==> src/hdl/mode_select_pkg.sv <==
package mode_select_pkg;

    // Number of stored mode parameters: primary plus seven secondaries
    localparam int MODE_COUNT = 8;
    localparam int MODE_W = 16;
    localparam int SEL_W = 3;

    // Selector bit positions in the cyclic control word
    localparam int CTRL_SEL_HI = 11;
    localparam int CTRL_SEL_MID = 9;
    localparam int CTRL_SEL_LO = 8;

    // Actual mode bit positions in the drive status word
    localparam int STAT_MODE_HI = 10;
    localparam int STAT_MODE_MID = 9;
    localparam int STAT_MODE_LO = 8;

    // Field positions inside a stored mode value
    localparam int FLD_MANUF = 15;
    localparam int FLD_RSV_HI = 14;
    localparam int FLD_RSV_LO = 10;
    localparam int FLD_AXIS_CTRL = 9;
    localparam int FLD_TRANSITION = 8;
    localparam int FLD_EXP_HI = 7;
    localparam int FLD_EXP_LO = 4;
    localparam int FLD_NO_FOLLOW = 3;
    localparam int FLD_BASIC_HI = 2;
    localparam int FLD_BASIC_LO = 0;

    // Communication cycles the drive takes to acknowledge a mode switch
    localparam logic [3:0] SWITCH_CYCLES = 4'h2;

    // Reset values
    localparam logic [MODE_W-1:0] MODE_RESET = 16'h0000;
    localparam logic [SEL_W-1:0] SEL_RESET = 3'h0;
    localparam logic [MODE_COUNT-1:0] INIT_RESET = 8'h00;

    // Basic mode codes held in bits 2 to 0
    typedef enum logic [2:0] {
        BASIC_NONE = 3'h0,
        BASIC_TORQUE = 3'h1,
        BASIC_VELOCITY = 3'h2,
        BASIC_POS_FB1 = 3'h3,
        BASIC_POS_FB2 = 3'h4,
        BASIC_POS_FB12 = 3'h5,
        BASIC_PRESSURE = 3'h6,
        BASIC_NO_LOOPS = 3'h7
    } basic_mode_t;

    // Switch sequencer states
    typedef enum logic [1:0] {
        ST_STEADY = 2'h0,
        ST_SWITCHING = 2'h1
    } switch_state_t;

    // Decoded view of one stored mode value
    typedef struct packed {
        logic manufacturer;
        logic [14:0] manuf_code;
        logic axis_ctrl;
        logic transition;
        logic [3:0] expanded;
        logic no_following_error;
        basic_mode_t basic;
    } mode_fields_t;

    // Parameter write request from the service side
    typedef struct packed {
        logic en;
        logic [SEL_W-1:0] sel;
        logic [MODE_W-1:0] data;
    } param_write_t;

endpackage : mode_select_pkg
==> src/hdl/drive_operation_mode_select.sv <==
// Functional notes
// RL1: Mode choice comes from cyclic control word
// RL2: Selector sits in control bits 11, 9, 8
// RL3: Active mode reported in status bits 10..8
// RL4: Report updates in every drive state
// RL5: Acknowledge may lag several communication cycles
// RL6: Controller keeps all commands during switch
// RL7: After acknowledge only new-mode commands matter
// RL8: Uninitialised mode selection raises interface error
// RL9: Each mode held in its own parameter
// RL10: Modes four to seven use bits 11/10
// RL11: Bit 15 manufacturer flag, reserved bits zero
// RL12: Bit 9 means axis control word use
// RL13: Bit 8 means transition support
// RL14: Bits 7..4 expanded variant, bit 3 following
// RL15: Bits 2..0 carry the basic mode
// RL16: Old mode reported until switch completes
`timescale 1ns/1ps
module drive_operation_mode_select
    import mode_select_pkg::*;
(
    input wire logic clock,
    input wire logic rst,
    input wire logic clk_en,
    // Pulse once per communication cycle with a fresh master_data_telegram
    input wire logic cycle_strobe,
    // Cyclic control word of the master_data_telegram
    input wire logic [15:0] control_word,
    // Service side parameter access
    input wire param_write_t param_wr,
    input wire logic [SEL_W-1:0] param_rd_sel,
    output logic [MODE_W-1:0] param_rd_data,
    // Clears the sticky interface error
    input wire logic error_clear,
    // Mode bits for the acknowledge_telegram status word
    output logic [15:0] status_mode_word,
    output logic [SEL_W-1:0] active_sel,
    output logic switch_busy,
    output logic interface_error,
    output logic [MODE_W-1:0] active_mode_value,
    output mode_fields_t active_fields
);

    // Selector decoded from the control word
    wire logic [SEL_W-1:0] req_sel;
    // Word of the acknowledged mode, straight from the store
    wire logic [MODE_W-1:0] act_word;
    // Initialisation flags of all eight parameters
    wire logic [MODE_COUNT-1:0] init_flags;
    // Fields of the word currently held active
    mode_fields_t decoded;

    // Sequencer state and its next value
    switch_state_t state;
    switch_state_t next_state;
    // Target selector latched when a switch starts
    logic [SEL_W-1:0] target_sel;
    // Cycles left before the switch is acknowledged
    logic [3:0] cycle_count;
    // Selector last seen, used to spot a change
    logic [SEL_W-1:0] last_req;

    // Bit 11 is always decoded, so modes four to seven are reachable
    assign req_sel = {control_word[CTRL_SEL_HI],
                      control_word[CTRL_SEL_MID],
                      control_word[CTRL_SEL_LO]};  // [RL1] [RL2] [RL10]

    // A new request: a fresh telegram whose selector differs from the live one
    wire logic sel_change = cycle_strobe && (req_sel != last_req);
    // A valid target must have been initialised and differ from the active one
    wire logic target_ok = init_flags[req_sel];
    wire logic start_switch = sel_change && target_ok && (req_sel != active_sel);
    // Selecting a never-written parameter is an error, not a switch
    wire logic bad_select = sel_change && !target_ok;  // [RL8]
    // Completion when the last counted cycle passes
    wire logic switch_done = (state == ST_SWITCHING) && cycle_strobe
                           && (cycle_count == 4'h1);

    // Parameter storage for the eight mode words
    mode_param_store u_store (
        .clock(clock),
        .rst(rst),
        .clk_en(clk_en),
        .wr(param_wr),
        .rd_sel(param_rd_sel),
        .act_sel(active_sel),
        .rd_data(param_rd_data),
        .act_data(act_word),
        .initialised(init_flags)
    );

    // Field breakout of the active word
    mode_field_decoder u_decode (
        .value(active_mode_value),
        .fields(decoded)
    );

    // Next state of the switch sequencer
    always_comb begin
        next_state = state;
        case (state)
            ST_STEADY: begin
                if (start_switch) begin
                    next_state = ST_SWITCHING;
                end
            end
            ST_SWITCHING: begin
                // A fresh request restarts the count if it starts a new switch, else returns to steady without finishing
                if (sel_change) begin
                    next_state = start_switch ? ST_SWITCHING : ST_STEADY;
                end else if (switch_done) begin
                    next_state = ST_STEADY;
                end
            end
            default: begin
                next_state = ST_STEADY;
            end
        endcase
    end

    // Sequencer register
    always_ff @(posedge clock) begin
        if (rst) begin
            state <= ST_STEADY;
        end else if (clk_en) begin
            state <= next_state;
        end
    end

    // Track the requested selector once per telegram
    always_ff @(posedge clock) begin
        if (rst) begin
            last_req <= SEL_RESET;
        end else if (clk_en && cycle_strobe) begin
            last_req <= req_sel;
        end
    end

    // Count communication cycles of the switch; the lag is deliberate
    always_ff @(posedge clock) begin
        if (rst) begin
            target_sel <= SEL_RESET;
            cycle_count <= 4'h0;
        end else if (clk_en) begin
            if (start_switch) begin
                target_sel <= req_sel;
                cycle_count <= SWITCH_CYCLES;  // [RL5]
            end else if (state == ST_SWITCHING && cycle_strobe) begin
                cycle_count <= cycle_count - 4'h1;
            end
        end
    end

    // Active selector changes only at completion, so the old one stays reported
    always_ff @(posedge clock) begin
        if (rst) begin
            active_sel <= SEL_RESET;
        end else if (clk_en && switch_done && !sel_change) begin
            active_sel <= target_sel;  // [RL16] [RL9]
        end
    end

    // Latch the active word; no drive state gates this path
    always_ff @(posedge clock) begin
        if (rst) begin
            active_mode_value <= MODE_RESET;
            active_fields <= '0;
        end else if (clk_en) begin
            active_mode_value <= act_word;  // [RL4] [RL9]
            active_fields <= decoded;  // [RL11] [RL15]
        end
    end

    // Status word carries only the mode bits; others belong elsewhere
    always_ff @(posedge clock) begin
        if (rst) begin
            status_mode_word <= 16'h0000;
        end else if (clk_en) begin
            status_mode_word <= 16'h0000;
            status_mode_word[STAT_MODE_HI] <= active_sel[2];  // [RL3] [RL10]
            status_mode_word[STAT_MODE_MID] <= active_sel[1];  // [RL3]
            status_mode_word[STAT_MODE_LO] <= active_sel[0];  // [RL3] [RL4]
        end
    end

    // Busy while the controller must still serve both modes' commands
    always_ff @(posedge clock) begin
        if (rst) begin
            switch_busy <= 1'b0;
        end else if (clk_en) begin
            switch_busy <= (next_state == ST_SWITCHING);  // [RL6] [RL7]
        end
    end

    // Sticky error; a new event in the clear cycle wins
    always_ff @(posedge clock) begin
        if (rst) begin
            interface_error <= 1'b0;
        end else if (clk_en) begin
            if (bad_select) begin
                interface_error <= 1'b1;  // [RL8]
            end else if (error_clear) begin
                interface_error <= 1'b0;
            end
        end
    end

endmodule : drive_operation_mode_select

==> src/hdl/mode_field_decoder.sv <==
`timescale 1ns/1ps
module mode_field_decoder
    import mode_select_pkg::*;
(
    input wire logic [MODE_W-1:0] value,
    output mode_fields_t fields
);

    // Standard fields are blanked for manufacturer modes
    wire logic is_manuf = value[FLD_MANUF];
    wire logic is_std = ~is_manuf;

    assign fields.manufacturer = is_manuf;  // [RL11]
    assign fields.manuf_code = is_manuf ? value[FLD_RSV_HI:0] : 15'h0000;
    assign fields.axis_ctrl = is_std & value[FLD_AXIS_CTRL];  // [RL12]
    assign fields.transition = is_std & value[FLD_TRANSITION];  // [RL13]
    assign fields.expanded = is_std ? value[FLD_EXP_HI:FLD_EXP_LO] : 4'h0;  // [RL14]
    assign fields.no_following_error = is_std & value[FLD_NO_FOLLOW];  // [RL14]
    assign fields.basic = is_std ? basic_mode_t'(value[FLD_BASIC_HI:FLD_BASIC_LO])
                                 : BASIC_NONE;  // [RL15]

endmodule : mode_field_decoder

==> src/hdl/mode_param_store.sv <==
`timescale 1ns/1ps
module mode_param_store
    import mode_select_pkg::*;
(
    input wire logic clock,
    input wire logic rst,
    input wire logic clk_en,
    input wire param_write_t wr,
    input wire logic [SEL_W-1:0] rd_sel,
    input wire logic [SEL_W-1:0] act_sel,
    output logic [MODE_W-1:0] rd_data,
    output logic [MODE_W-1:0] act_data,
    output logic [MODE_COUNT-1:0] initialised
);

    // One word per mode parameter, primary at index zero
    logic [MODE_W-1:0] mode_mem [MODE_COUNT];
    // Standard values get their reserved bits forced to zero
    logic [MODE_W-1:0] clean_data;

    assign clean_data = wr.data[FLD_MANUF] ? wr.data
                      : {wr.data[15], 5'h00, wr.data[9:0]};

    // Store words and remember which have been written since reset
    always_ff @(posedge clock) begin
        if (rst) begin
            for (int i = 0; i < MODE_COUNT; i++) begin
                mode_mem[i] <= MODE_RESET;
            end
            initialised <= INIT_RESET;
        end else if (clk_en && wr.en) begin
            mode_mem[wr.sel] <= clean_data;  // [RL9] [RL11]
            initialised[wr.sel] <= 1'b1;
        end
    end

    // Read back for the service side, registered
    always_ff @(posedge clock) begin
        if (rst) begin
            rd_data <= MODE_RESET;
        end else if (clk_en) begin
            rd_data <= mode_mem[rd_sel];
        end
    end

    // Active word follows the acknowledged selector combinationally
    assign act_data = mode_mem[act_sel];

endmodule : mode_param_store

==> config.mk <==
export PLATFORM = sky130hd
export DESIGN_NAME = drive_operation_mode_select
export DESIGN_NICKNAME = d
export VERILOG_FILES = /design/src/hdl/mode_select_pkg.sv /design/src/hdl/drive_operation_mode_select.sv /design/src/hdl/mode_field_decoder.sv /design/src/hdl/mode_param_store.sv
export SDC_FILE = /design/constraint.sdc
export NUM_CORES = 1
export LEC_CHECK = 0
export ABC_AREA = 0
export BUFFER_PORTS_ARGS = -buffer_cell sky130_fd_sc_hd__buf_2
export CAP_MARGIN = 20
export CORE_MARGIN = 2
export CORE_UTILIZATION = 40
export CTS_CLUSTER_SIZE = 12
export DETAILED_ROUTE_END_ITERATION = 16
export GPL_TIMING_DRIVEN = 0
export PLACE_DENSITY = 0.57
export SYNTH_ARGS = -nofsm -noshare
export SYNTH_HDL_FRONTEND = slang
export SYNTH_HIERARCHICAL = 1
export SYNTH_SLANG_ARGS = --single-unit
==> constraint.sdc <==
create_clock -name clock -period 3.58 [get_ports clock]
set_input_delay 0.358 -clock clock [delete_from_list [all_inputs] [get_ports clock]]
set_output_delay 0.358 -clock clock [all_outputs]
set_load 0.01 [all_outputs]
==> results by group, run 1 <==
Clocking
  – Clock Latency Late Sink: about 0.51 ns
  – Clock tree buffer depth: 3
  – CTS Hold Buffers Added: 0
  – CTS sink cnt: ~210
  – CTS root buf: clkbuf_16
  – CTS buffer count: 24
  – H-tree levels: 1
  – Post-CTS setup buffers: 0
  – Post-CTS resize count: 0
  – Worst-path clk slew: ~0.060 ns
  – CTS tree: done

Timing
  – Worst slew pin tran: between 1 and 1.5 ns
  – Post-route minimum period: between 2 and 2.5 ns
  – Endpoints failing setup: 0
  – Setup_tns: 0 ns
  – Slew Viols, Final: 0
  – Unrepaired setup endpoints after global routing: no
  – Final Cycle Share: between 60 and 70%
  – Rel. slew slack: approximately a third
  – Clk_skew: between 0.01 and 0.015 ns
  – Max Clk Rate: between 400 and 500 MHz
  – Final hold vios: 0

Worst setup path
  – Crit-path cells: clkbuf_1 -> nor4b_2 -> nand3_1 -> nand2b_1
  – Critical Path RT: around 3.7 ns
  – Critical Path Max Stage Delay: 0.83 ns
  – CP Launch Type: primary input
  – Crit path capture type: flop
  – CP top delay family: simple AND/OR/NAND/NOR gates
  – Setup Crit Path Kind: in -> reg
  – Worst Path Max Fanout: 16
  – Buffers and inverters on the worst path: 1
  – CP arrival: between 2 and 3 ns
  – Slowest stage cell, crit path: nand2b_1

Layout
  – Ant. Diodes: 0
  – Layout Area Growth over Synthesis: 15.6%
  – Area of the multi-input gates: ~4400 um2
  – Most frequent cells in the layout: edfxtp_1, nor2_1, buf_2, dfxtp_1, mux2i_1
  – Layout cells sized above 1: 26.2%
  – Final core utilization: between 40% and 50%
  – Layout fillers: 2,421
  – Sequential Area: approximately 5600 um2
  – Commonest non-fill, non-tap cell in the layout: edfxtp_1
  – Layout Nets: roughly 1,000

GRT
  – First-pass GRT wire length: about 41,000 um
  – Largest net degree at the start of global routing: 17
  – Initial antenna violation count: 0
  – Total track usage: between 20% and 30%
  – Vias in the first global route: approximately 7,000
  – Gr ovfl total: 0

Logic synthesis
  – Part of the Yosys area used for sequential elements: approximately 53%
  – Synth cell types: between 50 and 60
  – Main synth FF type: edfxtp_1
  – Post-Synthesis Cells: 843
  – Post-synth EDFFs: approximately 130
  – Post-Synth XOR/XNOR Area: less than 1%
  – Compound-cell area share of the yosys netlist: 5.55%
  – Avg Cell Area, Syn: around 12 um2
  – Largest family of logic cells by synthesized area: multiplexers
  – Synth async-reset ratio: 0%
  – Yosys warnings: 6
  – Adder-cell share of the synthesized area: 0.240%
  – Seq cells post-synth: about 210
  – Mux cell area share after synthesis: 20.5%
  – Post-synthesis simple-gate area fraction: between 10 and 15%
  – Mapped Area: 10,400 um2

Floorplanning
  – Die W: 165 um
  – CORE AREA: ~26,000 um2
  – I/O pin cnt: 123
  – Rows: between 50 and 60
  – Die footprint: around 27,000 um2
  – Starting Density: 40.4%
  – Die height: 165 um

Drt
  – Drt initial violations: between 500 and 600
  – Avg WL per Cell: roughly 21 um
  – Final WL: between 20,000 and 30,000 um
  – DR vias/cell: about 5.3
  – Via count: ~7,000
  – DRC viols: 0
  – Post-route ant nets: 0
  – Drt pass-1 iters: 5

Placed design
  – Port Buf Inserts: 93
  – Detailed placement HPWL: between 15,000 and 20,000 um
  – RD Place Congestion: roughly 0.8

Power
  – P_leak: around 0.0048 uW
  – Power Density: between 400 and 500 nW/um2
  – Overall Power: 5590 uW
  – Max VDD drop: about 0.4 mV

Run
  – Max-Cap Viols: 0

Outcome
  – Status: finished clean

Min path
  – Hold Crit Class: in -> reg
[stage by stage]
step           instances  instance area, um2  setup WS (ns)  hold WS, ns
2_1_floorplan        855               10500           1.61        0.441
3_3_place_gp        1283               11400          0.584        0.443
3_5_place_dp        1283               11400          0.618        0.455
4_1_cts             1325               12100           1.16        0.114
5_1_grt             1325               12100           1.06        0.141
6_report            1325               12100           1.15        0.124
[worst reg2reg max path: cells and delay by family, from the launching register on]
kind	cells	cell delay [ns]
buffers and inverters	2	1.12
multiplexers	2	0.60
flip-flops	1	0.50
AND/OR/NAND/NOR	1	0.05
[power breakdown]
part           switching [uW]  total, uW  internal [uW]  leakage, uW
Combinational             316        545            228      0.00251
Clock                     972       2250           1270     0.000349
Sequential               69.5       2800           2730      0.00192
[final cells by class]
type,count,area share [%]
clock inverter,10,0.415
multi-input combinational,553,36.5
inverter,13,0.405
sequential,214,46.1
buffer,75,3.79
timing repair buffer,93,3.86
clock buffer,32,5.40
tap,335,3.48
[final timing paths]
| path | slack, ns | start | to | depth (start not counted) |
|---|---|---|---|---|
| setup / recovery | 1.15 | rst | u_store/mode_mem[1][9]$_SDFFCE_PN0P_ | 4 |
| hold / removal | 0.12 | error_clear | interface_error$_SDFFE_PP0P_ | 4 |
| setup reg to reg | 1.18 | active_sel[2]$_SDFFE_PP0P_ | active_mode_value[14]$_SDFFE_PP0P_ | 5 |
| hold reg to reg | 0.45 | interface_error$_SDFFE_PP0P_ | interface_error$_SDFFE_PP0P_ | 2 |
[flip-flops by register name (all words and copies together), names as in the netlist]
name / cells
u_store/mode_mem: 128
interface_error: 1
last_req: 3
switch_busy: 1
active_sel: 3
cycle_count: 4
active_mode_value: 16
state: 2
target_sel: 3
u_store/rd_data: 16
status_mode_word: 3
active_fields: 26
u_store/initialised: 8
[cell families (layout without fill, tap and decap cells)]
logic type | Yosys count | after routing
mux | 165 | 165
xor+xnor | 9 | 9
flops | 214 | 214
other cells | 1 | 13
compound gates | 73 | 73
buf+inv | 88 | 223
fa+ha+maj | 2 | 2
simple gates | 291 | 291
[layer usage]
metal	vias to the layer above	track usage (%)	routed length [um]
li1	3315	-	-
met1	3423	27.6	12600
met2	212	34.0	12900
met3	35	2.40	1460
met4	0	5.29	492
met5	-	0	0
[cell usage after synthesis, types with 2 or more instances]
master / n / share of area, %
buf_1: 2 / 0.072
buf_2: 5 / 0.24
clkbuf_2: 2 / 0.096
inv_1: 13 / 0.47
a21oi_1: 7 / 0.34
nand3_1: 7 / 0.34
clkbuf_1: 41 / 1.5
o21ai_0: 10 / 0.48
and2_1: 73 / 4.4
nor3_2: 3 / 0.29
o22ai_1: 10 / 0.60
buf_6: 4 / 0.43
o31ai_1: 4 / 0.29
or3_1: 2 / 0.12
nand2_1: 22 / 0.79
mux2i_1: 80 / 7.7
o211ai_1: 2 / 0.14
a221o_1: 10 / 0.96
mux2_4: 3 / 0.43
a22oi_1: 6 / 0.43
or2_2: 2 / 0.12
xnor2_1: 6 / 0.50
nand4_1: 4 / 0.24
nor3_1: 4 / 0.19
buf_12: 4 / 0.77
edfxtp_1: 128 / 37
nor2_1: 106 / 3.8
and3_1: 34 / 2.0
o221ai_1: 6 / 0.50
dfxtp_1: 86 / 17
a211oi_1: 6 / 0.43
buf_4: 16 / 1.2
nor4b_2: 2 / 0.29
nor2b_1: 10 / 0.60
nand2b_1: 13 / 0.78
mux2_2: 48 / 5.2
mux4_2: 33 / 7.1
xor2_1: 3 / 0.25
ha_1: 2 / 0.24
and2b_1: 4 / 0.29
a211oi_2: 10 / 1.2
(Power assumes the default switching activity.)
==> inputs of run 2 (changes only) <==
ABC_AREA = 1   (was 0)
PLACE_DENSITY = 0.59   (was 0.57)
clock period = 2.22 ns   (was 3.58 ns; I/O delays follow)
==> run 2 against run 1 <==
Net effect:
- worst setup slack got worse by 1.0 ns
- design area is 3.4% higher
- highest routed layer unchanged
- critical path depth is 4 higher
==> results by group, run 2 <==
Worst setup path
  – Critical Path RT: between 2 and 2.5 ns
  – CP Launch Type: primary input
  – Worst Path Max Fanout: 16
  – R2R depth: 8
  – R2R Path Start: active_sel[1]$_SDFFE_PP0P_
  – Setup Crit Path Kind: in -> reg
  – CP arrival: roughly 2.3 ns
  – R2r endpoint: active_mode_value[7]$_SDFFE_PP0P_
  – FF-to-FF setup slack: between 0.1 and 0.15 ns
  – Crit path capture type: flop

Drt
  – DRC viols: 0
  – Final WL: around 35,000 um
  – Via count: ~9,800
  – Post-route ant nets: 0
  – Drt pass-1 iters: 5
  – DR vias/cell: around 5.2
  – Drt initial violations: 1,034
  – Avg WL per Cell: between 15 and 20 um

Placed design
  – Port Buf Inserts: between 90 and 100
  – DP Cell Count: approximately 1,800
  – Placement Cell Area: between 10,000 and 15,000 um2
  – RD Place Congestion: between 0.9 and 1
  – Detailed placement HPWL: 25,200 um

Timing
  – Unrepaired setup endpoints after global routing: no
  – Worst slew pin tran: 0.863 ns
  – Endpoints failing setup: 0
  – Final hold vios: 0
  – Max Clk Rate: 472 MHz
  – Hold_ws: 0.0367 ns
  – Post-route minimum period: 2.12 ns
  – Rel. slew slack: around 42%
  – Clk_skew: around 0.0080 ns
  – Final Cycle Share: 95.3%
  – Slew Viols, Final: 0

GRT
  – Vias in the first global route: around 9,000
  – Gr ovfl total: 0
  – Total track usage: 24.5%
  – Largest net degree at the start of global routing: 17
  – First-pass GRT wire length: 52,700 um
  – Initial antenna violation count: 0

Power
  – Sw Share: ~25%
  – Max VDD drop: 0.398 mV
  – P_sw: 2400 uW
  – Power Density: 759 nW/um2
  – Seq pwr share: approximately half
  – Combinational share of power: 10.9%
  – P_leak: about 0.0059 uW
  – Clock share of power: around two fifths
  – Internal cell power: ~7100 uW

Logic synthesis
  – Main synth FF type: edfxtp_1
  – Post-Synthesis Cells: ~1,400
  – Most frequent cell after synthesis: nand2_1
  – Mapped Area: ~11,000 um2
  – Synth area leaders: edfxtp_1, dfxtp_1, nand2_1
  – Yosys warnings: 6
  – Seq cells post-synth: about 210
  – Synth async-reset ratio: 0%
  – Avg Cell Area, Syn: ~7.7 um2
  – Synth cell types: 30
  – Post-synth top cells: nand2_1, nor2_1, inv_1
  – Part of the Yosys area used for sequential elements: between 50% and 60%
  – Yosys top cell area share: ~36%
  – Yosys top cell by area: edfxtp_1
  – Post-synth EDFFs: around 130

Layout
  – Largest reg by FF count: u_store/mode_mem
  – Area of the multi-input gates: between 3000 and 4000 um2
  – Max FFs per register: ~130
  – Largest registers: u_store/mode_mem x128, active_fields x26
  – Commonest non-fill, non-tap cell in the layout: nand2_1
  – Final std cells w/o fill: roughly 1,900
  – Final core utilization: about 48%
  – Layout cells sized above 1: between 10% and 20%
  – Final Cell Area: roughly 12,000 um2
  – Layout fillers: 2,612
  – Sequential Area: 5570 um2
  – Most frequent cells in the layout: nand2_1, nor2_1, inv_1, o21ai_0, edfxtp_1
  – Layout Area Growth over Synthesis: 16.1%
  – Ant. Diodes: 0
  – Layout Nets: roughly 1,600

Floorplanning
  – Starting Density: between 40 and 50%
  – Die height: around 170 um
  – I/O pin cnt: ~120
  – Die footprint: approximately 28,000 um2
  – CORE AREA: roughly 26,000 um2
  – Die W: 168 um
  – Rows: 59

Min path
  – Hold Crit Class: in -> reg
  – Hold_sp: param_wr[12]
  – WHS Path Cells: 3
  – Hold path endpoint: u_store/mode_mem[5][12]$_SDFFCE_PN0P_

Clocking
  – CTS tree: done
  – CTS root buf: clkbuf_16
  – CTS buffer count: 24
  – Worst-path clk slew: roughly 0.060 ns
  – Clock Latency Late Sink: ~0.52 ns
  – CTS sink cnt: around 210
  – H-tree levels: 1
  – Clock tree buffer depth: 3

Outcome
  – Status: finished clean

Run
  – Max-Cap Viols: 0
==> run 2: power groups by stage <==
stage | Combinational, uW | Sequential, uW | Clock (uW)
2_1_floorplan | 600 | 4630 | 0
3_3_place_gp | 998 | 4630 | 0
3_5_place_dp | 1010 | 4630 | 0
4_1_cts | 1010 | 4550 | 3960
5_1_grt | 1130 | 4570 | 4110
6_report | 1030 | 4550 | 3880
==> run 2: area by class of cell <==
type / instances / share of cell area, %
buffer: 95 / 3.83
clock buffer: 36 / 5.68
clock inverter: 8 / 0.522
inverter: 210 / 6.33
multi-input combinational: 882 / 31.8
sequential: 214 / 44.6
tap: 335 / 3.36
timing repair buffer: 95 / 3.89
==> run 2: worst max path at each step <==
| stage | start | to |
|---|---|---|
| after global placement | clk_en | u_store/mode_mem[2][0]$_SDFFCE_PN0P_ |
| after CTS | clk_en | u_store/mode_mem[2][0]$_SDFFCE_PN0P_ |
| after global routing | active_sel[1]$_SDFFE_PP0P_ | active_mode_value[7]$_SDFFE_PP0P_ |
| after detailed placement | clk_en | u_store/mode_mem[2][0]$_SDFFCE_PN0P_ |
| after floorplan | param_wr[19] | u_store/mode_mem[2][0]$_SDFFCE_PN0P_ |
| final | clk_en | u_store/mode_mem[1][11]$_SDFFCE_PN0P_ |
==> run 2: logic make-up (layout without fill, tap and decap cells) <==
group	count (synthesis)	in the layout	synth area share, %
buf+inv	305	444	11.8
other cells	1	13	0.0349
xor+xnor	7	7	0.640
fa+ha+maj	2	2	0.233
compound gates	245	245	11.9
simple gates	615	615	23.6
flops	214	214	51.8
==> run 2: critical path: stages <==
cell	delay, ns
buf_2	0.21
nand2_1	0.11
nor2_2	0.33
nand2_2	0.15
inv_2	0.13
nand2_2	0.15
buf_2	0.27
nand2_1	0.66
==> run 2: metrics by stage <==
stage / worst slack, ns / total power (uW) / setup TNS [ns]
floorplan: 0.649 / 5230 / 0
global placement: -0.485 / 5630 / -37.63
detailed placement: -0.518 / 5640 / -42.60
CTS: 0.0213 / 9530 / 0
global route: 0.00324 / 9810 / 0
finish: 0.103 / 9460 / 0
==> run 2: layer usage <==
metal | routed length, um | GRT usage (%)
met5 | 0 | 0
met4 | 1280 | 8.43
met3 | 3400 | 4.37
met2 | 14900 | 38.2
met1 | 15200 | 34.4
==> run 2: repair_timing <==
| item | in CTS | in global routing |
|---|---|---|
| gates resized for setup | 0 | 2 |
| buffers inserted | 0 | 0 |
| endpoints found under the hold margin | 2 | 0 |
| hold buffers | 2 | 0 |
| setup endpoints to repair | 0 | 18 |
